<file path="src/rtl/far_params.svh">
/*
  Constants for the fault auto-reset and restart supervisor: register
  offsets, field positions, reset values and timing counts.
  Assumes inclusion by bare name from the top module and the bench.
*/
`ifndef FAR_PARAMS_SVH
`define FAR_PARAMS_SVH

`define FAR_CLK_HZ          250000000
`define FAR_QUIET_MINUTES   10
`define FAR_QUIET_SECONDS   (`FAR_QUIET_MINUTES * 60)

`define FAR_OFS_CTRL        12'h000
`define FAR_OFS_DELAY       12'h004
`define FAR_OFS_LIMIT       12'h008
`define FAR_OFS_STATUS      12'h00C

`define FAR_CTRL_SEL_LSB    0
`define FAR_CTRL_EN_BIT     2
`define FAR_CTRL_DH_BIT     3
`define FAR_CTRL_SCOPE_BIT  4

`define FAR_CTRL_RST        32'h0000_0000
`define FAR_DELAY_RST       16'h0005
`define FAR_LIMIT_RST       8'h05

`define FAR_SEL_NEVER       2'h0
`define FAR_SEL_ALWAYS      2'h1
`define FAR_SEL_RUNNING     2'h2

`define FAR_TRIP_UNDERVOLT  4'h1

`define FAR_RESP_OKAY       2'h0
`define FAR_RESP_SLVERR     2'h2

`endif

</file>
<file path="src/rtl/far_pkg.sv">
/*
  Types for the fault auto-reset and restart supervisor.
  Assumes far_params.svh for the numeric constants.
*/
`default_nettype none
package far_pkg;

  typedef enum logic [1:0] {
    FAR_IDLE   = 2'b00,
    FAR_WAIT   = 2'b01,
    FAR_LOCKED = 2'b10
  } far_state_t;

  typedef struct packed {
    logic       scope_every_fault;
    logic       delayed_healthy_option;
    logic       fault_autoclear_enable;
    logic [1:0] power_up_start_select;
  } far_cfg_t;

  typedef struct packed {
    logic       valid;
    logic [3:0] kind;
  } far_trip_t;

endpackage
`default_nettype wire

</file>
<file path="src/rtl/far_tick_div.sv">
/*
  One-cycle enable divider for the seconds timebase.
  Assumes a single clock; restart realigns the phase to the caller.
*/
`timescale 1ns/1ps
`default_nettype none

module far_tick_div #(
  parameter int unsigned DIV = 250000000
) (
  input  wire logic aclk,
  input  wire logic aresetn,
  input  wire logic restart,
  output logic      tick
);

  logic [31:0] cnt_q;

  always_ff @(posedge aclk) begin
    if (!aresetn || restart || tick) begin
      cnt_q <= 32'h0000_0000;
    end else begin
      cnt_q <= cnt_q + 32'h0000_0001;
    end
  end

  assign tick = (cnt_q == 32'(DIV - 1));

endmodule
`default_nettype wire

</file>
<file path="src/rtl/far_top.sv">
/*
  Fault auto-reset and power-up restart supervisor, AXI4-Lite slave.
  Assumes trips and run status come from logic on aclk; mains_ok is
  an asynchronous pin. This logic stays powered across mains loss.
*/
// Overview of operation
// RULE_01: Select 0 never starts the motor when mains returns.
// RULE_02: Select 1 always starts the motor when mains returns.
// RULE_03: Select 2 starts on mains return only if it ran when mains was lost.
// RULE_04: With autoclear enabled a trip is cleared once the delay has run out.
// RULE_05: The delay is a count of whole seconds timed on a seconds tick.
// RULE_06: At the attempt limit further trips of the same type stay latched.
// RULE_07: A trip of another type is still cleared after the limit is hit.
// RULE_08: Ten minutes without any trip clears the attempt count.
// RULE_09: With delayed healthy set the normal flag stays 1 through trips that will auto-clear.
// RULE_10: With delayed healthy clear the normal flag drops to 0 on every trip.
// RULE_11: Under the undervoltage-only scope only undervoltage trips auto-clear.
// RULE_12: Under the every-fault scope all trip types auto-clear.
// RULE_13: A running record is kept and frozen while mains is absent.
// RULE_14: Each auto-clear bumps the count for the same type as the last (else sets it to 1) and records the trip type.
`timescale 1ns/1ps
`default_nettype none
`include "far_params.svh"

module far_top #(
  parameter int unsigned CYCLES_PER_SEC = `FAR_CLK_HZ
) (
  input  wire logic        aclk,
  input  wire logic        aresetn,
  input  wire logic [11:0] s_axi_awaddr,
  input  wire logic        s_axi_awvalid,
  output logic             s_axi_awready,
  input  wire logic [31:0] s_axi_wdata,
  input  wire logic [3:0]  s_axi_wstrb,
  input  wire logic        s_axi_wvalid,
  output logic             s_axi_wready,
  output logic [1:0]       s_axi_bresp,
  output logic             s_axi_bvalid,
  input  wire logic        s_axi_bready,
  input  wire logic [11:0] s_axi_araddr,
  input  wire logic        s_axi_arvalid,
  output logic             s_axi_arready,
  output logic [31:0]      s_axi_rdata,
  output logic [1:0]       s_axi_rresp,
  output logic             s_axi_rvalid,
  input  wire logic        s_axi_rready,
  input  wire logic        mains_ok,
  input  wire logic        trip_valid,
  input  wire logic [3:0]  trip_kind,
  input  wire logic        run_active,
  input  wire logic        manual_reset,
  output logic             autostart_pulse,
  output logic             fault_clear_pulse,
  output logic             fault_latched,
  output logic             drive_normal_flag
);

  far_pkg::far_cfg_t   cfg_q;
  far_pkg::far_trip_t  trip;
  far_pkg::far_state_t state_q;
  logic [15:0]         delay_q;
  logic [7:0]          limit_q;
  logic                aw_got_q;
  logic                w_got_q;
  logic [11:0]         awaddr_q;
  logic [31:0]         wdata_q;
  logic [3:0]          wstrb_q;
  logic                mains_m_q;
  logic                mains_s_q;
  logic                mains_prev_q;
  logic                was_running_q;
  logic [7:0]          count_q;
  logic [3:0]          last_kind_q;
  logic [3:0]          trip_kind_wait_q;
  logic [15:0]         sec_cnt_q;
  logic [9:0]          quiet_q;
  logic                sec_tick;
  logic                power_up;
  logic                in_scope;
  logic                exhausted;
  logic                eligible;
  logic                delay_done;
  logic                do_write;

  assign trip.valid = trip_valid;
  assign trip.kind  = trip_kind;

  function automatic logic [31:0] merge(input logic [31:0] old_w, input logic [31:0] new_w,
                                        input logic [3:0] strb);
    logic [31:0] res;
    res = old_w;
    for (int i = 0; i < 4; i++) begin
      if (strb[i]) begin
        res[8*i +: 8] = new_w[8*i +: 8];
      end
    end
    return res;
  endfunction

  // Write channel: address and data taken in either order
  assign s_axi_awready = !aw_got_q && !s_axi_bvalid;
  assign s_axi_wready  = !w_got_q && !s_axi_bvalid;
  assign do_write      = aw_got_q && w_got_q && !s_axi_bvalid;

  always_ff @(posedge aclk) begin
    if (!aresetn) begin
      aw_got_q <= 1'b0;
      awaddr_q <= 12'h000;
    end else if (s_axi_awvalid && s_axi_awready) begin
      aw_got_q <= 1'b1;
      awaddr_q <= s_axi_awaddr;
    end else if (do_write) begin
      aw_got_q <= 1'b0;
    end
  end

  always_ff @(posedge aclk) begin
    if (!aresetn) begin
      w_got_q <= 1'b0;
      wdata_q <= 32'h0000_0000;
      wstrb_q <= 4'h0;
    end else if (s_axi_wvalid && s_axi_wready) begin
      w_got_q <= 1'b1;
      wdata_q <= s_axi_wdata;
      wstrb_q <= s_axi_wstrb;
    end else if (do_write) begin
      w_got_q <= 1'b0;
    end
  end

  always_ff @(posedge aclk) begin
    if (!aresetn) begin
      s_axi_bvalid <= 1'b0;
      s_axi_bresp  <= `FAR_RESP_OKAY;
    end else if (do_write) begin
      s_axi_bvalid <= 1'b1;
      if (awaddr_q[11:2] == `FAR_OFS_CTRL >> 2 || awaddr_q[11:2] == `FAR_OFS_DELAY >> 2 ||
          awaddr_q[11:2] == `FAR_OFS_LIMIT >> 2 || awaddr_q[11:2] == `FAR_OFS_STATUS >> 2) begin
        s_axi_bresp <= `FAR_RESP_OKAY;
      end else begin
        s_axi_bresp <= `FAR_RESP_SLVERR;
      end
    end else if (s_axi_bready) begin
      s_axi_bvalid <= 1'b0;
    end
  end

  // Configuration registers; writes to status are ignored
  always_ff @(posedge aclk) begin
    if (!aresetn) begin
      cfg_q   <= far_pkg::far_cfg_t'(5'(`FAR_CTRL_RST));
      delay_q <= `FAR_DELAY_RST;
      limit_q <= `FAR_LIMIT_RST;
    end else if (do_write) begin
      if (awaddr_q[11:2] == `FAR_OFS_CTRL >> 2) begin
        cfg_q <= far_pkg::far_cfg_t'(5'(merge({27'h0, cfg_q}, wdata_q, wstrb_q)));
      end else if (awaddr_q[11:2] == `FAR_OFS_DELAY >> 2) begin
        delay_q <= 16'(merge({16'h0, delay_q}, wdata_q, wstrb_q));
      end else if (awaddr_q[11:2] == `FAR_OFS_LIMIT >> 2) begin
        limit_q <= 8'(merge({24'h0, limit_q}, wdata_q, wstrb_q));
      end
    end
  end

  // Read channel, one cycle after the address is taken
  assign s_axi_arready = !s_axi_rvalid;

  always_ff @(posedge aclk) begin
    if (!aresetn) begin
      s_axi_rvalid <= 1'b0;
      s_axi_rdata  <= 32'h0000_0000;
      s_axi_rresp  <= `FAR_RESP_OKAY;
    end else if (s_axi_arvalid && s_axi_arready) begin
      s_axi_rvalid <= 1'b1;
      s_axi_rresp  <= `FAR_RESP_OKAY;
      if (s_axi_araddr[11:2] == `FAR_OFS_CTRL >> 2) begin
        s_axi_rdata <= {27'h0, cfg_q};
      end else if (s_axi_araddr[11:2] == `FAR_OFS_DELAY >> 2) begin
        s_axi_rdata <= {16'h0, delay_q};
      end else if (s_axi_araddr[11:2] == `FAR_OFS_LIMIT >> 2) begin
        s_axi_rdata <= {24'h0, limit_q};
      end else if (s_axi_araddr[11:2] == `FAR_OFS_STATUS >> 2) begin
        s_axi_rdata <= {14'h0, state_q, was_running_q, drive_normal_flag, fault_latched,
                        mains_s_q, last_kind_q, count_q};
      end else begin
        s_axi_rdata <= 32'h0000_0000;
        s_axi_rresp <= `FAR_RESP_SLVERR;
      end
    end else if (s_axi_rready) begin
      s_axi_rvalid <= 1'b0;
    end
  end

  // Mains pin synchroniser and power-up edge
  always_ff @(posedge aclk) begin
    if (!aresetn) begin
      mains_m_q    <= 1'b0;
      mains_s_q    <= 1'b0;
      mains_prev_q <= 1'b0;
    end else begin
      mains_m_q    <= mains_ok;
      mains_s_q    <= mains_m_q;
      mains_prev_q <= mains_s_q;
    end
  end

  assign power_up = mains_s_q && !mains_prev_q;

  // Record frozen while mains is absent, so it holds the state at loss
  always_ff @(posedge aclk) begin
    if (!aresetn) begin
      was_running_q <= 1'b0;
    end else if (mains_s_q && !power_up) begin
      was_running_q <= run_active; // [RULE_13]
    end
  end

  always_ff @(posedge aclk) begin
    if (!aresetn) begin
      autostart_pulse <= 1'b0;
    end else if (power_up) begin
      case (cfg_q.power_up_start_select)
        `FAR_SEL_ALWAYS:  autostart_pulse <= 1'b1;          // [RULE_02]
        `FAR_SEL_RUNNING: autostart_pulse <= was_running_q; // [RULE_03]
        default:          autostart_pulse <= 1'b0;          // [RULE_01]
      endcase
    end else begin
      autostart_pulse <= 1'b0;
    end
  end

  // Trip qualification
  assign in_scope   = cfg_q.scope_every_fault || trip.kind == `FAR_TRIP_UNDERVOLT; // [RULE_11] [RULE_12]
  assign exhausted  = count_q >= limit_q && trip.kind == last_kind_q;              // [RULE_06] [RULE_07]
  assign eligible   = cfg_q.fault_autoclear_enable && in_scope && !exhausted && limit_q != 8'h00;
  assign delay_done = sec_cnt_q >= delay_q;

  // Divider restarts on each trip so the first second is whole
  far_tick_div #(
    .DIV (CYCLES_PER_SEC)
  ) u_sec (
    .aclk    (aclk),
    .aresetn (aresetn),
    .restart (trip.valid),
    .tick    (sec_tick)
  );

  // A trip in the same cycle as a clear wins
  always_ff @(posedge aclk) begin
    if (!aresetn) begin
      state_q           <= far_pkg::FAR_IDLE;
      fault_clear_pulse <= 1'b0;
      sec_cnt_q         <= 16'h0000;
    end else begin
      fault_clear_pulse <= 1'b0;
      if (trip.valid) begin
        sec_cnt_q <= 16'h0000;
        state_q   <= eligible ? far_pkg::FAR_WAIT : far_pkg::FAR_LOCKED;
      end else begin
        case (state_q)
          far_pkg::FAR_WAIT: begin
            if (delay_done) begin
              state_q           <= far_pkg::FAR_IDLE; // [RULE_04]
              fault_clear_pulse <= 1'b1;
            end else if (sec_tick) begin
              sec_cnt_q <= sec_cnt_q + 16'h0001; // [RULE_05]
            end
          end
          far_pkg::FAR_LOCKED: begin
            if (manual_reset) begin
              state_q <= far_pkg::FAR_IDLE;
            end
          end
          default: state_q <= far_pkg::FAR_IDLE;
        endcase
      end
    end
  end

  assign fault_latched = state_q != far_pkg::FAR_IDLE;

  always_ff @(posedge aclk) begin
    if (!aresetn) begin
      drive_normal_flag <= 1'b1;
    end else if (trip.valid) begin
      drive_normal_flag <= cfg_q.delayed_healthy_option && eligible && drive_normal_flag; // [RULE_09] [RULE_10]
    end else if (state_q == far_pkg::FAR_IDLE || fault_clear_pulse) begin
      drive_normal_flag <= 1'b1;
    end else if (state_q == far_pkg::FAR_LOCKED) begin
      drive_normal_flag <= 1'b0;
    end
  end

  // Quiet window; the window clear on a trip beats an increment
  always_ff @(posedge aclk) begin
    if (!aresetn || trip.valid) begin
      quiet_q <= 10'h000;
    end else if (sec_tick && quiet_q != 10'(`FAR_QUIET_SECONDS)) begin
      quiet_q <= quiet_q + 10'h001;
    end
  end

  always_ff @(posedge aclk) begin
    if (!aresetn) begin
      count_q     <= 8'h00;
      last_kind_q <= 4'h0;
    end else if (state_q == far_pkg::FAR_WAIT && !trip.valid && delay_done) begin
      last_kind_q <= trip_kind_wait_q;
      count_q     <= (trip_kind_wait_q == last_kind_q) ? count_q + 8'h01 : 8'h01; // [RULE_14]
    end else if (quiet_q == 10'(`FAR_QUIET_SECONDS)) begin
      count_q <= 8'h00; // [RULE_08]
    end
  end

  // Type of the trip being waited on

  always_ff @(posedge aclk) begin
    if (!aresetn) begin
      trip_kind_wait_q <= 4'h0;
    end else if (trip.valid) begin
      trip_kind_wait_q <= trip.kind;
    end
  end
endmodule
`default_nettype wire

</file>
<file path="config.mk">
export PLATFORM = sky130hd
export DESIGN_NAME = far_top
export DESIGN_NICKNAME = d
export VERILOG_FILES = /design/src/rtl/far_pkg.sv /design/src/rtl/far_tick_div.sv /design/src/rtl/far_top.sv
export VERILOG_INCLUDE_DIRS = /design/src /design/src/rtl
export SDC_FILE = /design/constraint.sdc
export NUM_CORES = 1
export LEC_CHECK = 0
export BUFFER_PORTS_ARGS = -buffer_cell sky130_fd_sc_hd__clkbuf_2
export CAP_MARGIN = 20
export CORE_MARGIN = 4
export CORE_UTILIZATION = 59
export CTS_BUF_LIST = sky130_fd_sc_hd__clkbuf_8
export DETAILED_ROUTE_END_ITERATION = 16
export HOLD_SLACK_MARGIN = 0.15
export PLACE_DENSITY = 0.82
export SYNTH_ARGS = -nofsm -noshare
export SYNTH_HDL_FRONTEND = slang
export SYNTH_SLANG_ARGS = --single-unit
</file>
<file path="constraint.sdc">
create_clock -name aclk -period 3.3 [get_ports aclk]
set_clock_uncertainty 0.2 [all_clocks]
set_input_delay 0 -clock aclk [delete_from_list [all_inputs] [get_ports aclk]]
set_output_delay 0 -clock aclk [all_outputs]
set_load 0.02 [all_outputs]
</file>
==> results of run 1 <==
[final timing paths]
check | start | endpoint | slack (ps) | depth (start not counted)
max | delay_q[9]$_SDFFE_PN0P_ | state_q[1]$_SDFFE_PN0P_ | 190 | 9
min | s_axi_rdata[11]$_SDFFE_PN0P_ | s_axi_rdata[11]$_SDFFE_PN0P_ | 270 | 2
max reg2reg | delay_q[9]$_SDFFE_PN0P_ | state_q[1]$_SDFFE_PN0P_ | 190 | 9
min reg2reg | s_axi_rdata[11]$_SDFFE_PN0P_ | s_axi_rdata[11]$_SDFFE_PN0P_ | 270 | 2
[power breakdown]
group          internal (µW)  switching, µW
Clock                    618            743
Combinational            197            198
Sequential              2010           38.1
Total                   2830            979
[worst max-delay path: stages, from the launching register on]
cell and delay (ps):
dfxtp_1 400, inv_1 90, ha_1 320, a21o_1 170
a221o_1 360, a21oi_2 330, o21ai_0 210, o21ai_0 280
nor2_1 80, dlygate4sd3_1 550
[layer usage]
layer  vias up  wire length (µm)
met5         -                 0
met4         0              1330
met3       122              1790
met2       439             10900
met1      3652              9280
li1       3594                 -
[repair_timing]
action,4_1_cts,5_1_grt
endpoints found under the hold margin,74,0
setup endpoints to repair,0,4
hold buffers,147,0
[cell usage in the layout (no fill, tap or decap), drive strengths merged, types with 4 or more instances in the layout]
master	n
nor4bb	4
nand3	40
or3	16
o21ai	24
nand2b	12
dlygate4sd3	146
nor3	10
mux4	5
nand2	145
ha	31
mux2i	17
o2111ai	5
nand4	12
nor4b	5
xnor2	20
inv	44
dfxtp	164
nor4	15
buf	7
a21oi	86
clkinv	4
and2	15
clkinvlp	4
a22oi	19
clkbuf	100
nor2	88
xor2	29
nor2b	4
and3	19
conb	16
[registers in the layout (all words and copies together), names as in the netlist, 2 cells and up]
register / count
limit_q: 8
last_kind_q: 4
wdata_q: 16
state_q: 2
cfg_q: 5
trip_kind_wait_q: 4
awaddr_q: 10
u_sec.cnt_q: 32
count_q: 8
sec_cnt_q: 16
s_axi_rdata: 18
delay_q: 16
quiet_q: 10
wstrb_q: 2
[metrics by stage]
stage | hold slack, ps | setup WS, ps | utilization
finish | 271 | 193 | 0.786
global route | 281 | 40.2 | 0.786
CTS | 253 | 149 | 0.787
detailed placement | 23.0 | 523 | 0.644
global placement | 22.6 | 625 | 0.644
floorplan | -78.3 | 862 | -
[kinds of logic after synthesis]
kind of cell,count (synthesis)
mux,22
fa+ha+maj,31
compound gates,161
xor+xnor,49
flops,164
simple gates,402
other cells,1
buf+inv,91
[cell type report]
type	instances	area share
tap	172	0.0214
timing repair buffer	234	0.191
clock inverter	13	0.00947
inverter	40	0.0150
sequential	164	0.327
clock buffer	19	0.0261
multi-input combinational	681	0.410
==> results.md, run 1 <==
* Outcome: finished, final reports clean
* Sequential Area at 0.00328 mm²
* Most used routing layer in global routing: met2
* CTS tree: yes
* Final hold violations at 0
* # placed instances at 1145
* FF+latch count, synth at 164
* Post-synthesis xor/xnor area fraction at 0.0553
* P&R area growth vs syn at 29.4%
* Peak supply drop at 0.283 mV
* Slew Limit Fails at 0
* H-Tree Depth at 4
* WL final at 23300 µm
* Core area at 0.0128 mm²
* Final setup fails at 0
* Clock latency at the later pin of the worst-skew pair at 490 ps
* GR Util All Layers at 0.320
* Met2 Resource Use GR at 0.525
* YS warnings at 0
* Crit path time final at 3110 ps
* Mapped Area at 0.00776 mm²
* First drt pass iteration count at 6
* Fin cells at 1323
* Syn Area/Cell at 8.43 µm²
* Top cells by count, synth: dfxtp_1 (164), nand2_1 (145), nor2_1 (88)
* Vias per cell at 5.90
* Port buffer count at 81
* Top post-synthesis cells by area: dfxtp_1 (42%), nand2_1 (7.0%), a21oi_1 (5.5%)
* Initial antenna violation count at 0
* Seq/Total Area, Yosys at 0.423
* GRT met1 Usage at 0.393
* Cell row count at 41
* Worst setup EP type: flip-flop
* PwrDens at 379 mW/mm²
* Dominant combinational cell family by area after synthesis: simple AND/OR/NAND/NOR gates
* Worst-path clk slew at 80 ps
* Setup repair after global routing missed its margin: no
* Largest net degree at the start of global routing at 87
* Number of max-cap violations at 0
* Clock Tree Root: clkbuf_8
* Full die area at 0.0151 mm²
* CP Class: reg -> reg
* Die Y at 123 µm
* Setup bufs post-CTS at 0
* Global-route wire length before repair at 37700 µm
* Synth top area share at 0.423
* Fin Setup TNS at 0 ps
* N_diodes at 0
* Worst Tran Pin Value at 1000 ps
* DP Area at 0.00822 mm²
* Vias in the first global route at 7547
* Period utilization at 0.942
* Area leader, netlist: dfxtp_1
* Post-synthesis simple-gate area fraction at 0.253
* Post-synthesis adder-cell area fraction at 0.0500
* Final Wtd Congestion at 0.949
* Fill cell count at 797
* # resized after CTS at 0
* First DRT Iteration DRCs at 895
* Io pins at 120
* Initial core utilization at 0.608
* GR Layer Usage met3 at 0.0553
* Design Power at 3810 µW
* Worst path arrival time at 3270 ps
* Leakage at 0.00397 µW
* TritonCTS Buffers at 17
* Post-synthesis compound-gate area fraction at 0.128
* Most used DFF post-synth: dfxtp_1
* Synthesized instance count at 921
* Cell variety after synth at 61
* GRT overflow at 0
* Worst Setup Start Kind: flip-flop
* Dpl hpwl at 12600 µm
* # DRC at 0
* CTS Buffer Depth at 2
* Final net count at 1244
* # clock sinks at 164
* Layout cells sized above 1 at 0.116
* F_max at 0.322 GHz
* ANT nets after route at 0
* Async set-or-reset flop fraction in the synthesized netlist at 0
* Die W at 123 µm
* Final instance area at 0.0100 mm²
* Crit path max fanout at 6
* Req. time, crit path at 3460 ps
* Post-synthesis mux area share at 0.0364
* Area occupied by multi-input gates at 0.00411 mm²
* Worst slew margin at 0.331
* Wirelength per Cell at 17.6 µm
* Cell with the most instances after synthesis: dfxtp_1
* Via count at 7807
* Min-delay worst type: reg -> reg
* EDFF count, synth at 0
Note: power is estimated with default switching activity, not from simulation.
==> inputs of run 2 (changes only) <==
clock period = 2.9 ns   (was 3.3 ns; I/O delays follow)
==> results.md, run 2 (synthesized netlist as in run 1, its figures left out) <==
* Outcome: finished, final reports clean
* Fill cell count at 748
* Worst slew margin at 0.410
* Die W at 123 µm
* Clock latency at the later pin of the worst-skew pair at 470 ps
* Core Util, Final at 0.795
* Setup WS post-layout at 52.0 ps
* Critical R2R Launch: delay_q[11]$_SDFFE_PN0P_
* Via count at 7964
* Final Wtd Congestion at 0.934
* Largest net degree at the start of global routing at 87
* Io pins at 120
* Worst setup EP type: flip-flop
* TritonCTS Buffers at 17
* Pre-CTS WS at 210 ps
* Worst-path clk slew at 90 ps
* CP Class: reg -> reg
* Largest regs: u_sec.cnt_q: 32 flops, s_axi_rdata: 18 flops
* Initial core utilization at 0.608
* Worst R2R End: sec_cnt_q[15]$_SDFFE_PP0P_
* FF-to-FF setup slack at 50 ps
* Worst path arrival time at 3030 ps
* CTS tree: yes
* WL final at 24400 µm
* GR Util All Layers at 0.329
* Area occupied by multi-input gates at 0.00414 mm²
* Number of max-cap violations at 0
* CTS Buffer Depth at 2
* Most frequent cells in the layout: dfxtp_1 (164), nand2_1 (145), dlygate4sd3_1 (144)
* Layout cells sized above 1 at 0.125
* Vias in the first global route at 7964
* Crit path time final at 2850 ps
* Final net count at 1252
* Sequential Area at 0.00328 mm²
* Slew Limit Fails at 0
* PwrDens at 442 mW/mm²
* Worst setup path endpoint: sec_cnt_q[15]$_SDFFE_PP0P_
* Worst Tran Pin Value at 885 ps
* F_max at 0.351 GHz
* Crit path max fanout at 9
* GRT overflow at 0
* Min-delay worst type: reg -> reg
* P&R area growth vs syn at 30.9%
* Global-route wire length before repair at 38900 µm
* Leakage at 0.00402 µW
* Dpl hpwl at 12900 µm
* Vias per cell at 5.99
* First drt pass iteration count at 6
* Final setup fails at 0
* # placed instances at 1155
* Crit path launch: delay_q[11]$_SDFFE_PN0P_
* Cell row count at 41
* Largest Register: u_sec.cnt_q
* Core area at 0.0128 mm²
* H-Tree Depth at 4
* # clock sinks at 164
* Port buffer count at 81
* Commonest non-fill, non-tap cell in the layout: dfxtp_1
* Final hold violations at 0
* Initial antenna violation count at 1
* Peak supply drop at 0.313 mV
* # DRC at 0
* Fin cells at 1330
* Period utilization at 0.982
* Largest register FFs at 32
* ANT nets after route at 0
* Setup bufs post-CTS at 0
* Fin Setup TNS at 0 ps
* Worst R2R Path Depth at 8
* Full die area at 0.0151 mm²
* Die Y at 123 µm
* First DRT Iteration DRCs at 865
* Design Power at 4490 µW
* Wirelength per Cell at 18.3 µm
* Clock Tree Root: clkbuf_8
* Req. time, crit path at 3090 ps
* Worst Setup Start Kind: flip-flop
run 2: cell types whose count changed in the layout (fill, tap and decap cells not counted), moves of 2 or more:
cell / change
clkinv_2: -2
buf_4: +10
bufinv_16: +2
dlygate4sd3_1: -2
run 2: metal layers:
metal  vias up  global-route usage  part of all wire
li1       3602                   -                 -
met1      3710               0.373              0.38
met2       494               0.538              0.48
met3       158              0.0848             0.081
met4         0               0.232             0.063
met5         -                   0                 0
run 2: what timing repair did:
item                                   CTS  global route
setup endpoints to repair                0            33
gates resized for setup                  0             5
endpoints found under the hold margin   79             0
hold buffers                           144             0
run 2: stage by stage:
| step | hold slack (ps) | area (µm²) |
|---|---|---|
| final | 257 | 10200 |
| after global routing | 276 | 10200 |
| after global placement | 23.9 | 8300 |
| after floorplan | -78.3 | 7820 |
| after detailed placement | 22.8 | 8300 |
| after CTS | 255 | 10100 |
run 2: layout make-up:
cell class | instances | area share
Antenna cell | 1 | 0.000246
Clock inverter | 12 | 0.0140
Clock buffer | 18 | 0.0244
Timing Repair Buffer | 242 | 0.194
Multi-Input combinational cell | 681 | 0.408
Inverter | 40 | 0.0148
Sequential cell | 164 | 0.323
Tap cell | 172 | 0.0212
run 2: how the worst min path moves through the flow:
stage,from,endpoint,cells past startpoint
floorplan,aresetn,mains_s_q$_SDFF_PN0_,1
global placement,mains_ok,mains_m_q$_SDFF_PN0_,2
CTS,mains_prev_q$_SDFF_PN0_,autostart_pulse$_SDFF_PN0_,1
detailed placement,mains_ok,mains_m_q$_SDFF_PN0_,2
global route,s_axi_rdata[11]$_SDFFE_PN0P_,s_axi_rdata[11]$_SDFFE_PN0P_,2
finish,delay_q[6]$_SDFFE_PN0P_,delay_q[6]$_SDFFE_PN0P_,2
run 2: where the power goes:
| group | switching, µW | internal [µW] |
|---|---|---|
| sequential | 42.5 | 2290 |
| combinational | 229 | 226 |
| clock | 851 | 853 |
| total | 1120 | 3370 |
run 2: critical path, stage by stage, from the launching register on:
cell	delay (ps)
dfxtp_1	380
inv_1	70
ha_1	320
and2_0	180
a221o_1	380
a21oi_4	320
o2111ai_2	300
or3_1	440
a21oi_1	160
==> inputs of run 3 (changes only) <==
BUFFER_PORTS_ARGS = not set   (was -buffer_cell sky130_fd_sc_hd__clkbuf_2)
CORE_UTILIZATION = 63   (was 59)
DONT_BUFFER_PORTS = 1   (was not set)
PLACE_DENSITY = 0.79   (was 0.82)
==> results.md, run 3 (synthesized netlist as in run 1, its figures left out) <==
* Outcome: finished, final reports clean
* Initial core utilization at 0.646
* Pre-CTS WS at 154 ps
* Fin cells at 1181
* Min-delay worst type: in -> reg
* First DRT Iteration DRCs at 645
* Crit path time final at 2890 ps
* ANT nets after route at 0
* Port buffer count at 0
* Req. time, crit path at 3110 ps
* # DRC at 0
* H-Tree Depth at 4
* Largest net degree at the start of global routing at 87
* Design Power at 4440 µW
* Wirelength per Cell at 18.6 µm
* Clock latency at the later pin of the worst-skew pair at 470 ps
* Vias per cell at 6.18
* Global-route wire length before repair at 36300 µm
* Largest Register: u_sec.cnt_q
* Io pins at 120
* Slew Limit Fails at 0
* Worst slew margin at 0.424
* Number of max-cap violations at 0
* Largest register FFs at 32
* Vias in the first global route at 7420
* Via count at 7303
* Full die area at 0.0142 mm²
* Leakage at 0.00345 µW
* Crit path max fanout at 10
* Layout cells sized above 1 at 0.0640
* Worst path arrival time at 3100 ps
* Final hold violations at 0
* P&R area growth vs syn at 20.1%
* Final setup fails at 0
* First drt pass iteration count at 6
* Worst Setup Start Kind: flip-flop
* Peak supply drop at 0.422 mV
* CTS tree: yes
* WL final at 22000 µm
* Final Wtd Congestion at 0.897
* Hold_ws at 174 ps
* GR Util All Layers at 0.318
* CP Class: reg -> reg
* Initial antenna violation count at 0
* Commonest non-fill, non-tap cell in the layout: dfxtp_1
* Cell row count at 40
* Core Util, Final at 0.776
* GRT overflow at 0
* Worst-path clk slew at 100 ps
* Fill cell count at 771
* PwrDens at 477 mW/mm²
* # placed instances at 1044
* F_max at 0.346 GHz
* # clock sinks at 164
* Worst setup EP type: flip-flop
* Dpl hpwl at 13000 µm
* Worst Tran Pin Value at 864 ps
* CTS Buffer Depth at 2
* Final net count at 1126
* Setup WS post-layout at 9.82 ps
* Largest regs: u_sec.cnt_q: 32 flops, s_axi_rdata: 18 flops
* Most frequent cells in the layout: dfxtp_1 (164), nand2_1 (145), dlygate4sd3_1 (103)
* Die Y at 119 µm
* TritonCTS Buffers at 17
* Die W at 119 µm
* Clock Tree Root: clkbuf_8
* Core area at 0.0120 mm²
* Period utilization at 0.997
-- run 3: cell count changes in the layout (fill, tap and decap cells not counted), moves of 2 or more --
cell | before | now
nor2_1 | 87 | 85
inv_6 | 0 | 2
dlygate4sd3_1 | 144 | 103
buf_4 | 17 | 13
clkbuf_2 | 81 | 0
nor2_2 | 1 | 3
-- run 3: worst paths after layout --
check	from	cells past startpoint	slack, ps	endpoint
worst max register to register	s_axi_bvalid$_SDFFE_PN0P_	6	10	awaddr_q[7]$_SDFFE_PN0P_
worst max-delay path	s_axi_bvalid$_SDFFE_PN0P_	6	10	awaddr_q[7]$_SDFFE_PN0P_
worst min register to register	mains_prev_q$_SDFF_PN0_	1	270	autostart_pulse$_SDFF_PN0_
worst min-delay path	trip_kind[0]	3	170	trip_kind_wait_q[0]$_SDFFE_PN0P_
-- run 3: timing repair --
action                                  4_1_cts  5_1_grt
hold buffers                                104        0
buffers inserted                              0        1
endpoints found under the setup margin        0       39
resized for setup                             0        9
hold endpoints to repair                    157        0
-- run 3: worst max-delay path, cell delays in order, from the launching register on --
cell and delay, ps:
dfxtp_1 440, nor2_2 350, and2_2 330, nand2_1 70
dlygate4sd3_1 590, a21oi_1 220, dlygate4sd3_1 630
-- run 3: per-layer routing --
| layer | track usage | share of wire | vias up | routed length (µm) |
|---|---|---|---|---|
| li1 | - | - | 3365 | - |
| met2 | 0.528 | 0.48 | 379 | 10500 |
| met5 | 0 | 0 | - | 0 |
| met3 | 0.0883 | 0.082 | 124 | 1820 |
| met1 | 0.365 | 0.38 | 3435 | 8380 |
| met4 | 0.189 | 0.061 | 0 | 1350 |
-- run 3: area by class of cell --
| type | count | area [µm²] | area share |
|---|---|---|---|
| multi-input cells | 681 | 4150 | 0.446 |
| flip-flops and latches | 164 | 3280 | 0.352 |
| repair buffers | 116 | 1130 | 0.121 |
| clock buffers | 19 | 262 | 0.0281 |
| well taps | 147 | 184 | 0.0197 |
| clock inverters | 12 | 155 | 0.0166 |
| inverters | 40 | 150 | 0.0161 |
| diodes | 2 | 5.00 | 0.000537 |
-- run 3: where the power goes --
group          internal [µW]  switching, µW  total [µW]
clock network            897            861        1760
registers               2290           49.6        2340
logic                    152            193         345
-- run 3: per-stage QoR --
| stage | TNS, ps | instance area, µm² |
|---|---|---|
| finish | 0 | 9320 |
| global route | -57.1 | 9320 |
| CTS | 0 | 9280 |
| detailed placement | 0 | 7820 |
| global placement | 0 | 7820 |
| floorplan | 0 | 7820 |
